$ cat config.mk
export PLATFORM = sky130hd
export DESIGN_NAME = clock_source_select
export DESIGN_NICKNAME = d
export VERILOG_FILES = /design/src/freq_tracker.v /design/src/clock_source_select.v
export VERILOG_INCLUDE_DIRS = /design/src
export SDC_FILE = /design/constraint.sdc
export NUM_CORES = 1
export LEC_CHECK = 0
export ABC_AREA = 1
export CELL_PAD_IN_SITES_DETAIL_PLACEMENT = 0
export CELL_PAD_IN_SITES_GLOBAL_PLACEMENT = 1
export CORE_MARGIN = 3
export CORE_UTILIZATION = 44
export DETAILED_ROUTE_END_ITERATION = 10
export DONT_BUFFER_PORTS = 1
export GPL_ROUTABILITY_DRIVEN = 0
export PLACE_DENSITY_LB_ADDON = 0.12
export SYNTH_ARGS = -nofsm -noshare
export SYNTH_HDL_FRONTEND = slang
export SYNTH_SLANG_ARGS = --single-unit
$ cat constraint.sdc
create_clock -name i_clk -period 2.6 [get_ports i_clk]
set_input_delay 0.13 -clock i_clk [delete_from_list [all_inputs] [get_ports i_clk]]
set_output_delay 0.13 -clock i_clk [all_outputs]
set_load 0.05 [all_outputs]
$ cat src/clksel_defines.vh
// Constants for the clock source select and oscillator fault block.
// Assumes a simple word-wide register port; offsets are word indices.
`ifndef CLKSEL_DEFINES_VH
`define CLKSEL_DEFINES_VH

// ----------------------------------------------------------------
// Register offsets
// ----------------------------------------------------------------
`define ADDR_CLOCK_SELECT      4'h0
`define ADDR_OSC_FAULT         4'h1
`define ADDR_LOOP_CTRL         4'h2
`define ADDR_OSC_PRESENT       4'h3
`define ADDR_OSC_TRIM          4'h4

// ----------------------------------------------------------------
// Field positions
// ----------------------------------------------------------------
`define SEL_AUX_LSB            0
`define SEL_SUB_LSB            4
`define SEL_MAIN_LSB           8
`define FAULT_LF_BIT           0
`define FAULT_HF_BIT           1
`define FAULT_DCO_BIT          2
`define FAULT_ANY_BIT          3
`define CTRL_LOOP_EN_BIT       0
`define CTRL_NMI_EN_BIT        1
`define PRESENT_LF_BIT         0
`define PRESENT_HF_BIT         1

// ----------------------------------------------------------------
// Reset values and source codes
// ----------------------------------------------------------------
`define SEL_RESET              12'h444
`define SRC_LF_CRYSTAL         3'h0
`define SRC_HF_CRYSTAL         3'h5
`define TRIM_RESET             13'h0000

// ----------------------------------------------------------------
// Timing
// ----------------------------------------------------------------
`define LOCK_REF_PERIODS       32'h00000400

`endif

$ cat src/freq_tracker.v
// Frequency tracking loop: steps the oscillator tap and modulation
// fields toward a target ratio of oscillator to reference edges.
// Assumes reference and oscillator ticks are one-cycle pulses.
`timescale 1ns/1ps
`default_nettype none
module freq_tracker #(
    parameter TAP_W = 5,
    parameter MOD_W = 5,
    parameter CNT_W = 16
) (
    input wire i_clk,                  // System clock
    input wire i_reset,                // Synchronous reset
    input wire i_enable,               // Loop enabled
    input wire i_ref_tick,             // Reference clock period tick
    input wire i_osc_tick,             // Oscillator edge tick
    input wire [CNT_W-1:0] i_target,   // Oscillator edges per ref period
    output reg [TAP_W-1:0] o_tap,      // Oscillator tap field
    output reg [MOD_W-1:0] o_mod       // Modulation field
);
    reg [CNT_W-1:0] edge_cnt_ff;
    reg [TAP_W+MOD_W-1:0] trim_ff;
    reg [TAP_W+MOD_W-1:0] nxt_trim;
    localparam [TAP_W+MOD_W-1:0] TRIM_MAX = {(TAP_W+MOD_W){1'b1}};
    localparam [TAP_W+MOD_W-1:0] TRIM_ONE = 1;

    // ----------------------------------------------------------------
    // Tap and modulation act as one combined counter, so a modulation
    // wrap carries into the tap cleanly
    // ----------------------------------------------------------------
    always @*
    begin
        nxt_trim = trim_ff;
        if (i_enable && i_ref_tick)
        begin
            if (edge_cnt_ff < i_target && trim_ff != TRIM_MAX)
                nxt_trim = trim_ff + TRIM_ONE;
            else if (edge_cnt_ff > i_target && trim_ff != 0)
                nxt_trim = trim_ff - TRIM_ONE;
        end
    end

    always @(posedge i_clk)
    begin
        if (i_reset)
        begin
            edge_cnt_ff <= {CNT_W{1'b0}};
            trim_ff <= {(TAP_W+MOD_W){1'b0}};
            o_tap <= {TAP_W{1'b0}};
            o_mod <= {MOD_W{1'b0}};
        end
        else
        begin
            if (i_ref_tick)
                edge_cnt_ff <= {CNT_W{1'b0}};
            else if (i_osc_tick && edge_cnt_ff != {CNT_W{1'b1}})
                edge_cnt_ff <= edge_cnt_ff + 1'b1;
            trim_ff <= nxt_trim;
            o_tap <= nxt_trim[TAP_W+MOD_W-1:MOD_W];
            o_mod <= nxt_trim[MOD_W-1:0];
        end
    end
endmodule
`default_nettype wire

$ cat src/clock_source_select.v
// Clock source selection with crystal fault flags and fault interrupt.
// Assumes a word-wide register port with read data one cycle later,
// and oscillator status/tick inputs synchronous to i_clk.
`timescale 1ns/1ps
`default_nettype none
`include "clksel_defines.vh"

module clock_source_select #(
    parameter SEL_W = 3,
    parameter TAP_W = 5,
    parameter MOD_W = 5,
    parameter CNT_W = 16
) (
    input wire i_clk,                  // System clock, 200 MHz
    input wire i_reset,                // Synchronous reset, active high
    input wire [3:0] i_addr,           // Register word index
    input wire [31:0] i_wdata,         // Write data
    input wire i_wr,                   // Write strobe
    input wire i_rd,                   // Read strobe
    output reg [31:0] o_rdata,         // Read data, cycle after strobe
    input wire i_lf_osc_fail,          // Low-freq crystal not oscillating
    input wire i_hf_osc_fail,          // High-freq crystal not oscillating
    input wire i_dco_fail,             // Oscillator tap at a limit
    input wire i_ref_tick,             // Loop reference clock tick
    input wire i_osc_tick,             // Oscillator edge tick
    output reg [SEL_W-1:0] o_main_clock_source_sel,      // Main clock mux
    output reg [SEL_W-1:0] o_subsystem_clock_source_sel, // Sub clock mux
    output reg [SEL_W-1:0] o_aux_clock_source_sel,       // Aux clock mux
    output reg o_frequency_locked_loop_en,               // Loop enable
    output wire [TAP_W-1:0] o_dco_tap,                   // Oscillator tap
    output wire [MOD_W-1:0] o_dco_mod,                   // Modulation
    output wire o_oscillator_fault_interrupt_flag,       // Summary fault
    output wire o_osc_fault_nmi                          // Fault interrupt
);
    reg [11:0] sel_ff;
    reg [2:0] fault_ff;
    reg [2:0] nxt_fault;
    reg nmi_en_ff;
    reg loop_en_ff;
    reg [1:0] present_ff;
    reg [CNT_W-1:0] target_ff;
    reg sel_change_ff;
    wire wr_sel;
    wire wr_fault;
    wire [11:0] new_sel;
    wire any_change;
    wire lf_used;
    wire hf_used;
    wire any_fault;
    wire [TAP_W-1:0] tap;
    wire [MOD_W-1:0] modv;

    // ----------------------------------------------------------------
    // Register decode
    // ----------------------------------------------------------------
    assign wr_sel = i_wr && (i_addr == `ADDR_CLOCK_SELECT);
    assign wr_fault = i_wr && (i_addr == `ADDR_OSC_FAULT);
    assign new_sel = i_wdata[11:0];
    assign any_change = wr_sel && (new_sel != sel_ff);

    // Crystal in use by any of the three selectors
    assign lf_used =
        (sel_ff[`SEL_AUX_LSB +: 3] == `SRC_LF_CRYSTAL) ||
        (sel_ff[`SEL_SUB_LSB +: 3] == `SRC_LF_CRYSTAL) ||
        (sel_ff[`SEL_MAIN_LSB +: 3] == `SRC_LF_CRYSTAL);
    assign hf_used =
        (sel_ff[`SEL_AUX_LSB +: 3] == `SRC_HF_CRYSTAL) ||
        (sel_ff[`SEL_SUB_LSB +: 3] == `SRC_HF_CRYSTAL) ||
        (sel_ff[`SEL_MAIN_LSB +: 3] == `SRC_HF_CRYSTAL);

    // ----------------------------------------------------------------
    // Fault flags
    // ----------------------------------------------------------------
    // The switch briefly requests every source, so the change pulse
    // probes both crystals whichever field moved. This reproduces the
    // known spurious flag rather than hiding it from software.
    always @*
    begin
        nxt_fault = fault_ff;
        if (wr_fault)
            nxt_fault = fault_ff & i_wdata[2:0];
        if (sel_change_ff && !present_ff[`PRESENT_LF_BIT])
            nxt_fault[`FAULT_LF_BIT] = 1'b1;
        if (sel_change_ff && !present_ff[`PRESENT_HF_BIT])
            nxt_fault[`FAULT_HF_BIT] = 1'b1;
        if (lf_used && i_lf_osc_fail)
            nxt_fault[`FAULT_LF_BIT] = 1'b1;
        if (hf_used && i_hf_osc_fail)
            nxt_fault[`FAULT_HF_BIT] = 1'b1;
        if (loop_en_ff && i_dco_fail)
            nxt_fault[`FAULT_DCO_BIT] = 1'b1;
    end

    assign any_fault = |fault_ff;
    assign o_oscillator_fault_interrupt_flag = any_fault;
    assign o_osc_fault_nmi = any_fault && nmi_en_ff;

    // ----------------------------------------------------------------
    // Control registers
    // ----------------------------------------------------------------
    always @(posedge i_clk)
    begin
        if (i_reset)
        begin
            sel_ff <= `SEL_RESET;
            fault_ff <= 3'h0;
            nmi_en_ff <= 1'b0;
            loop_en_ff <= 1'b0;
            present_ff <= 2'h0;
            target_ff <= {CNT_W{1'b0}};
            sel_change_ff <= 1'b0;
        end
        else
        begin
            if (wr_sel)
                sel_ff <= new_sel;
            sel_change_ff <= any_change;
            fault_ff <= nxt_fault;
            if (i_wr && i_addr == `ADDR_LOOP_CTRL)
            begin
                loop_en_ff <= i_wdata[`CTRL_LOOP_EN_BIT];
                nmi_en_ff <= i_wdata[`CTRL_NMI_EN_BIT];
            end
            if (i_wr && i_addr == `ADDR_OSC_PRESENT)
                present_ff <= i_wdata[1:0];
            if (i_wr && i_addr == `ADDR_OSC_TRIM)
                target_ff <= i_wdata[CNT_W-1:0];
        end
    end

    // ----------------------------------------------------------------
    // Clock mux outputs, registered so each mux sees one clean change
    // ----------------------------------------------------------------
    always @(posedge i_clk)
    begin
        if (i_reset)
        begin
            o_main_clock_source_sel <= 3'h4;
            o_subsystem_clock_source_sel <= 3'h4;
            o_aux_clock_source_sel <= 3'h4;
            o_frequency_locked_loop_en <= 1'b0;
        end
        else
        begin
            o_main_clock_source_sel <= sel_ff[`SEL_MAIN_LSB +: 3];
            o_subsystem_clock_source_sel <= sel_ff[`SEL_SUB_LSB +: 3];
            o_aux_clock_source_sel <= sel_ff[`SEL_AUX_LSB +: 3];
            o_frequency_locked_loop_en <= loop_en_ff;
        end
    end

    // ----------------------------------------------------------------
    // Frequency tracking
    // ----------------------------------------------------------------
    freq_tracker #(
        .TAP_W(TAP_W),
        .MOD_W(MOD_W),
        .CNT_W(CNT_W)
    ) u_tracker (
        .i_clk(i_clk),
        .i_reset(i_reset),
        .i_enable(loop_en_ff),
        .i_ref_tick(i_ref_tick),
        .i_osc_tick(i_osc_tick),
        .i_target(target_ff),
        .o_tap(tap),
        .o_mod(modv)
    );
    assign o_dco_tap = tap;
    assign o_dco_mod = modv;

    // ----------------------------------------------------------------
    // Read port
    // ----------------------------------------------------------------
    always @(posedge i_clk)
    begin
        if (i_reset)
            o_rdata <= 32'h00000000;
        else if (i_rd)
        begin
            case (i_addr)
                `ADDR_CLOCK_SELECT: o_rdata <= {20'h00000, sel_ff};
                `ADDR_OSC_FAULT: o_rdata <= {28'h0000000, any_fault, fault_ff};
                `ADDR_LOOP_CTRL: o_rdata <= {30'h00000000, nmi_en_ff,
                    loop_en_ff};
                `ADDR_OSC_PRESENT: o_rdata <= {30'h00000000, present_ff};
                `ADDR_OSC_TRIM: o_rdata <= {{(32-CNT_W){1'b0}}, target_ff};
                4'h5: o_rdata <= {{(32-TAP_W-MOD_W){1'b0}}, tap, modv};
                default: o_rdata <= 32'h00000000;
            endcase
        end
        else
            o_rdata <= 32'h00000000;
    end
endmodule
`default_nettype wire

==> results of run 1 <==
-- logic make-up (layout without fill, tap and decap cells) --
logic type	count (synthesis)	after routing	synth area share (%)
flip-flops	88	88	37.40
buffers and inverters	128	147	11.93
XOR/XNOR	23	23	4.276
AND/OR/NAND/NOR	262	262	26.00
adder cells (fa/ha/maj)	19	19	5.047
AO/OA/AOI/OAI	127	127	15.27
other	1	16	0.07960
-- critical path, cell delays in order, from the launching register on --
cell	delay, ns
dfxtp_1	0.43
ha_1	0.24
nand3_1	0.09
nor3_1	0.30
nand3_1	0.16
nand2_2	0.19
inv_2	0.11
nand2_1	0.16
nor2_1	0.10
nand3_1	0.07
nand2_1	0.05
a21oi_1	0.15
-- state kept, by name, indices dropped and copies added (netlist names) --
register and flops:
o_aux_clock_source_sel 3, nmi_en_ff 1, u_tracker.edge_cnt_ff 16, loop_en_ff 1, o_subsystem_clock_source_sel 3, present_ff 2
sel_ff 12, fault_ff 3, o_main_clock_source_sel 3, target_ff 16, sel_change_ff 1, u_tracker.trim_ff 10
o_frequency_locked_loop_en 1, o_rdata 16
-- repair_timing --
item | CTS | global route
hold endpoints to repair | 41 | 0
hold buffers | 21 | 0
setup buffers | 0 | 0
-- final timing paths --
| path | to | from | slack [ns] |
|---|---|---|---|
| max | u_tracker.edge_cnt_ff[12] | u_tracker.edge_cnt_ff[1] | 0.49 |
| min reg2reg | o_rdata[11] | target_ff[11] | 0.47 |
| max reg2reg | u_tracker.edge_cnt_ff[12] | u_tracker.edge_cnt_ff[1] | 0.49 |
| min | loop_en_ff | i_addr[0] | 0.03 |
-- layer usage --
metal	vias to the layer above	GRT usage (%)	wire length (µm)
met1	1884	28.90	5762
met5	-	0	0
met4	0	7.391	199
li1	2144	-	-
met2	104	36.40	5808
met3	14	4.639	794
-- layout make-up --
cell class,count,area (µm²)
Sequential cell,88,1762
Timing Repair Buffer,37,330.3
Inverter,95,356.6
Clock buffer,9,123.9
Tap cell,136,170.2
Clock inverter,6,46.29
Fill cell,1094,5137
Multi-Input combinational cell,447,2444
-- through the flow --
stage	worst slack [ns]	cell area, µm²	util (%)
finish	0.4862	5233	50.46
global route	0.2301	5233	50.46
CTS	0.5143	5233	50.46
detailed placement	0.5384	4852	46.79
global placement	0.5405	4852	46.79
floorplan	0.3207	4767	-
-- cell usage after synthesis (all sizes together) (4+ instances only) --
cell    count  area, µm²
nor2       84      377.9
a21oi      41      205.2
nand4       9      56.30
xnor2       4      35.03
o22ai      12      75.07
a221oi      5      43.79
dfxtp      88       1762
nand3      26      172.7
o21ai      50      250.2
a31oi       5      31.28
nand2     118      474.2
ha         19      237.7
inv        95      356.6
xor2       19      166.4
clkbuf     13      48.80
buf        20      156.4
nor3       18      95.09
-- report_power, final --
group	leakage (µW)	internal, µW	total, µW	switching [µW]
combinational	0.00141	93.0	320	227
clock	0.0000817	347	878	531
sequential	0.000711	1370	1390	20.1
==> impl_results.md, run 1 <==
- Dpl cells: 782
- Pin count of the biggest net entering global routing: 31
- DIE WIDTH: 109.5 µm
- Hold Path Class: in -> reg
- Final Non-Filler Cells: 818
- Final Skew: 0.01230 ns
- VDD IR max: 0.2645 mV
- RSZ-0062 raised after global routing: false
- Register area share after synthesis: 37.40%
- Slew headroom: 32.95%
- Period utilization: 81.30%
- Drc violations: 0
- Setup Crit Path Kind: reg -> reg
- Hold_ws: 0.02933 ns
- Clock slew at reported path FFs: 0.10 ns
- Yosys warnings: 0
- Max H-tree Level: 3
- R2R cell count: 11
- Root buffer cell: clkbuf_8
- First-pass GRT wire length: 20520 µm
- Pwr dens: 493.7 nW/µm²
- Ports: 99
- Post-synth cell types: 43
- Syn Inst Count: 648
- Vias: 4146
- Final HPWL DP: 9516 µm
- Fin. Hold Viols: 0
- CP endpoint kind: flop
- P&R area growth vs syn: 11.08%
- Worst-Margin Slew: 1.002 ns
- Worst Path Required: 2.89 ns
- Die area: 11980 µm²
- Post-synthesis register bit count: 88
- Worst hold stages: 3
- Mean post-synth cell area: 7.270 µm²
- Share of cells above drive strength 1: 10.12%
- Main flop type after synthesis: dfxtp_1
- CP Max Fanout: 10
- Antenna violations before repair: 0
- CP Launch Type: flop
- Total track usage: 22.15%
- Commonest non-fill, non-tap cell in the layout: nand2_1
- Pre-antenna DRT Iters: 5
- Post-synth EDFFs: 0
- Max frequency: 0.4731 GHz
- Post-CTS Resized: 0
- DRT Wirelength: 12560 µm
- Leak: 0.002204 µW
- Number of CTS-inserted buffers: 9
- Diode count: 0
- Clk_lat worst skew: 0.37 ns
- Final setup TNS: 0 ns
- Final setup fails: 0
- Post-DR wirelength/cell: 15.36 µm
- Buffers on Ports: 0
- CTS Sinks: 88
- Core area: 10370 µm²
- Mapped cell area: 4711 µm²
- Total of max-cap violations: 0
- Routed vias/inst: 5.068
- Status: finished, final reports clean
- Final Critical Period: 2.114 ns
- Rows: 37
- Vias in the first global route: 4036
- Final net count: 742
- ANT nets after route: 0
- Most frequent cells in the layout: 113 x nand2_1, 89 x inv_1, 88 x dfxtp_1
- FFs w/ async S/R, synth: 0%
- Die height: 109.5 µm
- TritonCTS clock tree: done
- Total design power: 2583 µW
- Max Root-Sink Buffers: 2
- Initial DRC count: 291
- Crit path DAT: 2.41 ns
- Congestion Overflow GR: 0
- Max-slew violation count: 0
- Initial Utilization: 45.43%
(Power assumes the default switching activity.)
==> inputs of run 2 (changes only) <==
==> constraint.sdc (replaced) <==
create_clock -name i_clk -period 2.05 [get_ports i_clk]
set_input_delay 0.1025 -clock i_clk [delete_from_list [all_inputs] [get_ports i_clk]]
set_output_delay 0.1025 -clock i_clk [all_outputs]
set_load 0.05 [all_outputs]
==> run 2 against run 1 <==
Register-to-register slack got worse by 0.36 ns. Combinational power increased by 56%. Largest cell class unchanged. Die area stayed put. Global-route usage about the same. Critical path type unchanged. Largest power group unchanged. Cell count up 3.7%. First-iteration DRC count increased by 7.9%. Clock skew down 0.0036 ns.
==> impl_results.md, run 2 (same netlist as run 1, synthesis figures left out) <==
- DIE WIDTH: 109.5 µm (unchanged)
- Worst-Margin Slew: 0.6762 ns (-0.3259 ns)
- Drc violations: 0 (unchanged)
- Rows: 37 (unchanged)
- Max H-tree Level: 3 (unchanged)
- Largest registers: o_rdata x16, target_ff x16, u_tracker.edge_cnt_ff x16
- Die height: 109.5 µm (unchanged)
- Setup Crit Path Kind: reg -> reg
- Diode count: 0 (unchanged)
- Clock share of power: 34.5% (+0.5 points)
- CP Launch Type: flop
- Worst R2R Setup Slack: 0.13 ns (-0.36 ns)
- Comb power frac: 14.5% (+2.1 points)
- Final setup fails: 0 (unchanged)
- Congestion Overflow GR: 0 (unchanged)
- Final Non-Filler Cells: 848 (+3.7%)
- Reg-to-Reg Start: u_tracker.trim_ff[1]
- Buffers on Ports: 0 (unchanged)
- Final HPWL DP: 9655 µm (+1.5%)
- Final net count: 771 (+3.9%)
- Clock slew at reported path FFs: 0.10 ns (about the same)
- Root buffer cell: clkbuf_8
- Sw frac: 30.96% (+0.84 points)
- First-pass GRT wire length: 20420 µm (-0.47%)
- Final Critical Period: 1.921 ns (-0.1932 ns)
- Antenna violations before repair: 0 (unchanged)
- Leak: 0.002366 µW (+7.4%)
- Share of cells above drive strength 1: 18.54% (+8.4 points)
- Total design power: 3447 µW (+33%)
- VDD IR max: 0.3782 mV (+43%)
- Max frequency: 0.5207 GHz (+10%)
- Commonest non-fill, non-tap cell in the layout: nand2_1
- CP Max Fanout: 6 (-4)
- P&R area growth vs syn: 20.08%
- Psw: 1067 µW (+37%)
- Crit path DAT: 2.19 ns (-0.22 ns)
- Total track usage: 22.12% (-0.029 points)
- Layout filler cell count: 1047 (-4.3%)
- Sequential share of power: 51.0% (-2.6 points)
- Slew headroom: 54.87% (+22 points)
- CTS Sinks: 88 (unchanged)
- Routed vias/inst: 5.131 (+1.2%)
- Period utilization: 93.69% (+12 points)
- Crit path to: u_tracker.trim_ff[2]
- P_int: 2379 µW (+32%)
- Initial Utilization: 45.43% (unchanged)
- Pre-antenna DRT Iters: 5 (unchanged)
- Most frequent cells in the layout: 107 x nand2_1, 83 x inv_1, 78 x dfxtp_1
- Ports: 99 (unchanged)
- DRT Wirelength: 13030 µm (+3.7%)
- Hold Path Class: in -> reg
- Fin. Hold Viols: 0 (unchanged)
- RSZ-0062 raised after global routing: true
- Die area: 11980 µm² (unchanged)
- R2R cell count: 12 (+1)
- Total of max-cap violations: 0 (unchanged)
- Max-slew violation count: 0 (unchanged)
- Status: finished, final reports clean
- CP endpoint kind: flop
- Initial DRC count: 314 (+7.9%)
- Clk_lat worst skew: 0.37 ns (about the same)
- Pin count of the biggest net entering global routing: 31 (unchanged)
- Final Skew: 0.008717 ns (-0.003587 ns)
- Max Root-Sink Buffers: 2 (unchanged)
- Core area: 10370 µm² (unchanged)
- Vias: 4351 (+4.9%)
- Vias in the first global route: 4023 (-0.32%)
- Worst Path Required: 2.32 ns (-0.57 ns)
- Dpl cells: 802 (+2.6%)
- Terminus of the critical flop-to-flop path: u_tracker.trim_ff[2]
- Pwr dens: 609.3 nW/µm² (+23%)
- ANT nets after route: 0 (unchanged)
- Final setup TNS: 0 ns (unchanged)
- TritonCTS clock tree: done
- CP Launch Point: u_tracker.trim_ff[1]
- Number of CTS-inserted buffers: 9 (unchanged)
- Post-DR wirelength/cell: 15.36 µm (about the same)
run 2: layer usage:
metal | track usage [%] | vias to the layer above | share of wire [%]
met5 | 0 | - | 0
met4 | 5.343 | 0 | 0.84
met3 | 4.463 | 11 | 6.0
met2 | 36.05 | 123 | 48
met1 | 30.08 | 2009 | 45
li1 | - | 2208 | -
run 2: power groups by stage:
stage	logic, µW	registers, µW	clock network (µW)
3_3_place_gp	374	1800	0
5_1_grt	544	1760	1290
4_1_cts	425	1760	1210
6_report	500	1760	1190
2_1_floorplan	312	1800	0
3_5_place_dp	375	1800	0
run 2: area by class of cell:
| cell class | instances | area (µm²) | share of cell area, % |
|---|---|---|---|
| Multi-Input combinational cell | 450 | 2635 | 46.58 |
| Tap cell | 136 | 170.2 | 3.008 |
| Timing Repair Buffer | 63 | 530.5 | 9.378 |
| Clock buffer | 10 | 137.6 | 2.433 |
| Clock inverter | 6 | 50.05 | 0.8848 |
| Inverter | 95 | 356.6 | 6.304 |
| Sequential cell | 88 | 1777 | 31.41 |
run 2: per-stage QoR:
stage	hold WS (ns)	setup WS [ns]	util [%]	cell area, µm²
after global routing	0.07497	-0.008572	54.55	5657
after global placement	0.1768	0.03577	48.30	5009
after floorplan	0.2246	0.01359	-	4773
after detailed placement	0.1803	0.01034	48.30	5009
after CTS	0.02222	0.02345	52.38	5431
final	0.03740	0.1294	54.55	5657
run 2: worst max-delay path: stages, from the launching register on:
cell and delay, ns:
dfxtp_2 0.34, inv_1 0.10, ha_1 0.20, nand2_1 0.08, nor2_2 0.17, nand3_2 0.13, nor3_2 0.20, nor2_4 0.08
buf_4 0.16, nand3_1 0.07, o21ai_0 0.14, nor2_4 0.11, nor2_2 0.04
run 2: worst min path at each step:
| stage | slack, ns | end | cells past startpoint | startpoint |
|---|---|---|---|---|
| floorplan | 0.22 | fault_ff[2] | 1 | i_dco_fail |
| global placement | 0.18 | fault_ff[0] | 1 | i_reset |
| detailed placement | 0.18 | o_aux_clock_source_sel[0] | 1 | i_reset |
| CTS | 0.02 | present_ff[0] | 4 | i_addr[0] |
| global route | 0.07 | present_ff[0] | 4 | i_addr[0] |
| finish | 0.04 | present_ff[0] | 4 | i_addr[0] |
run 2: what timing repair did:
action                     CTS  global route
hold endpoints to repair    44             0
pin swaps                    0            17
cloned                       0             3
gates resized for setup      1            42
setup endpoints to repair    2            15
setup buffers                0             4
hold buffers                23             0
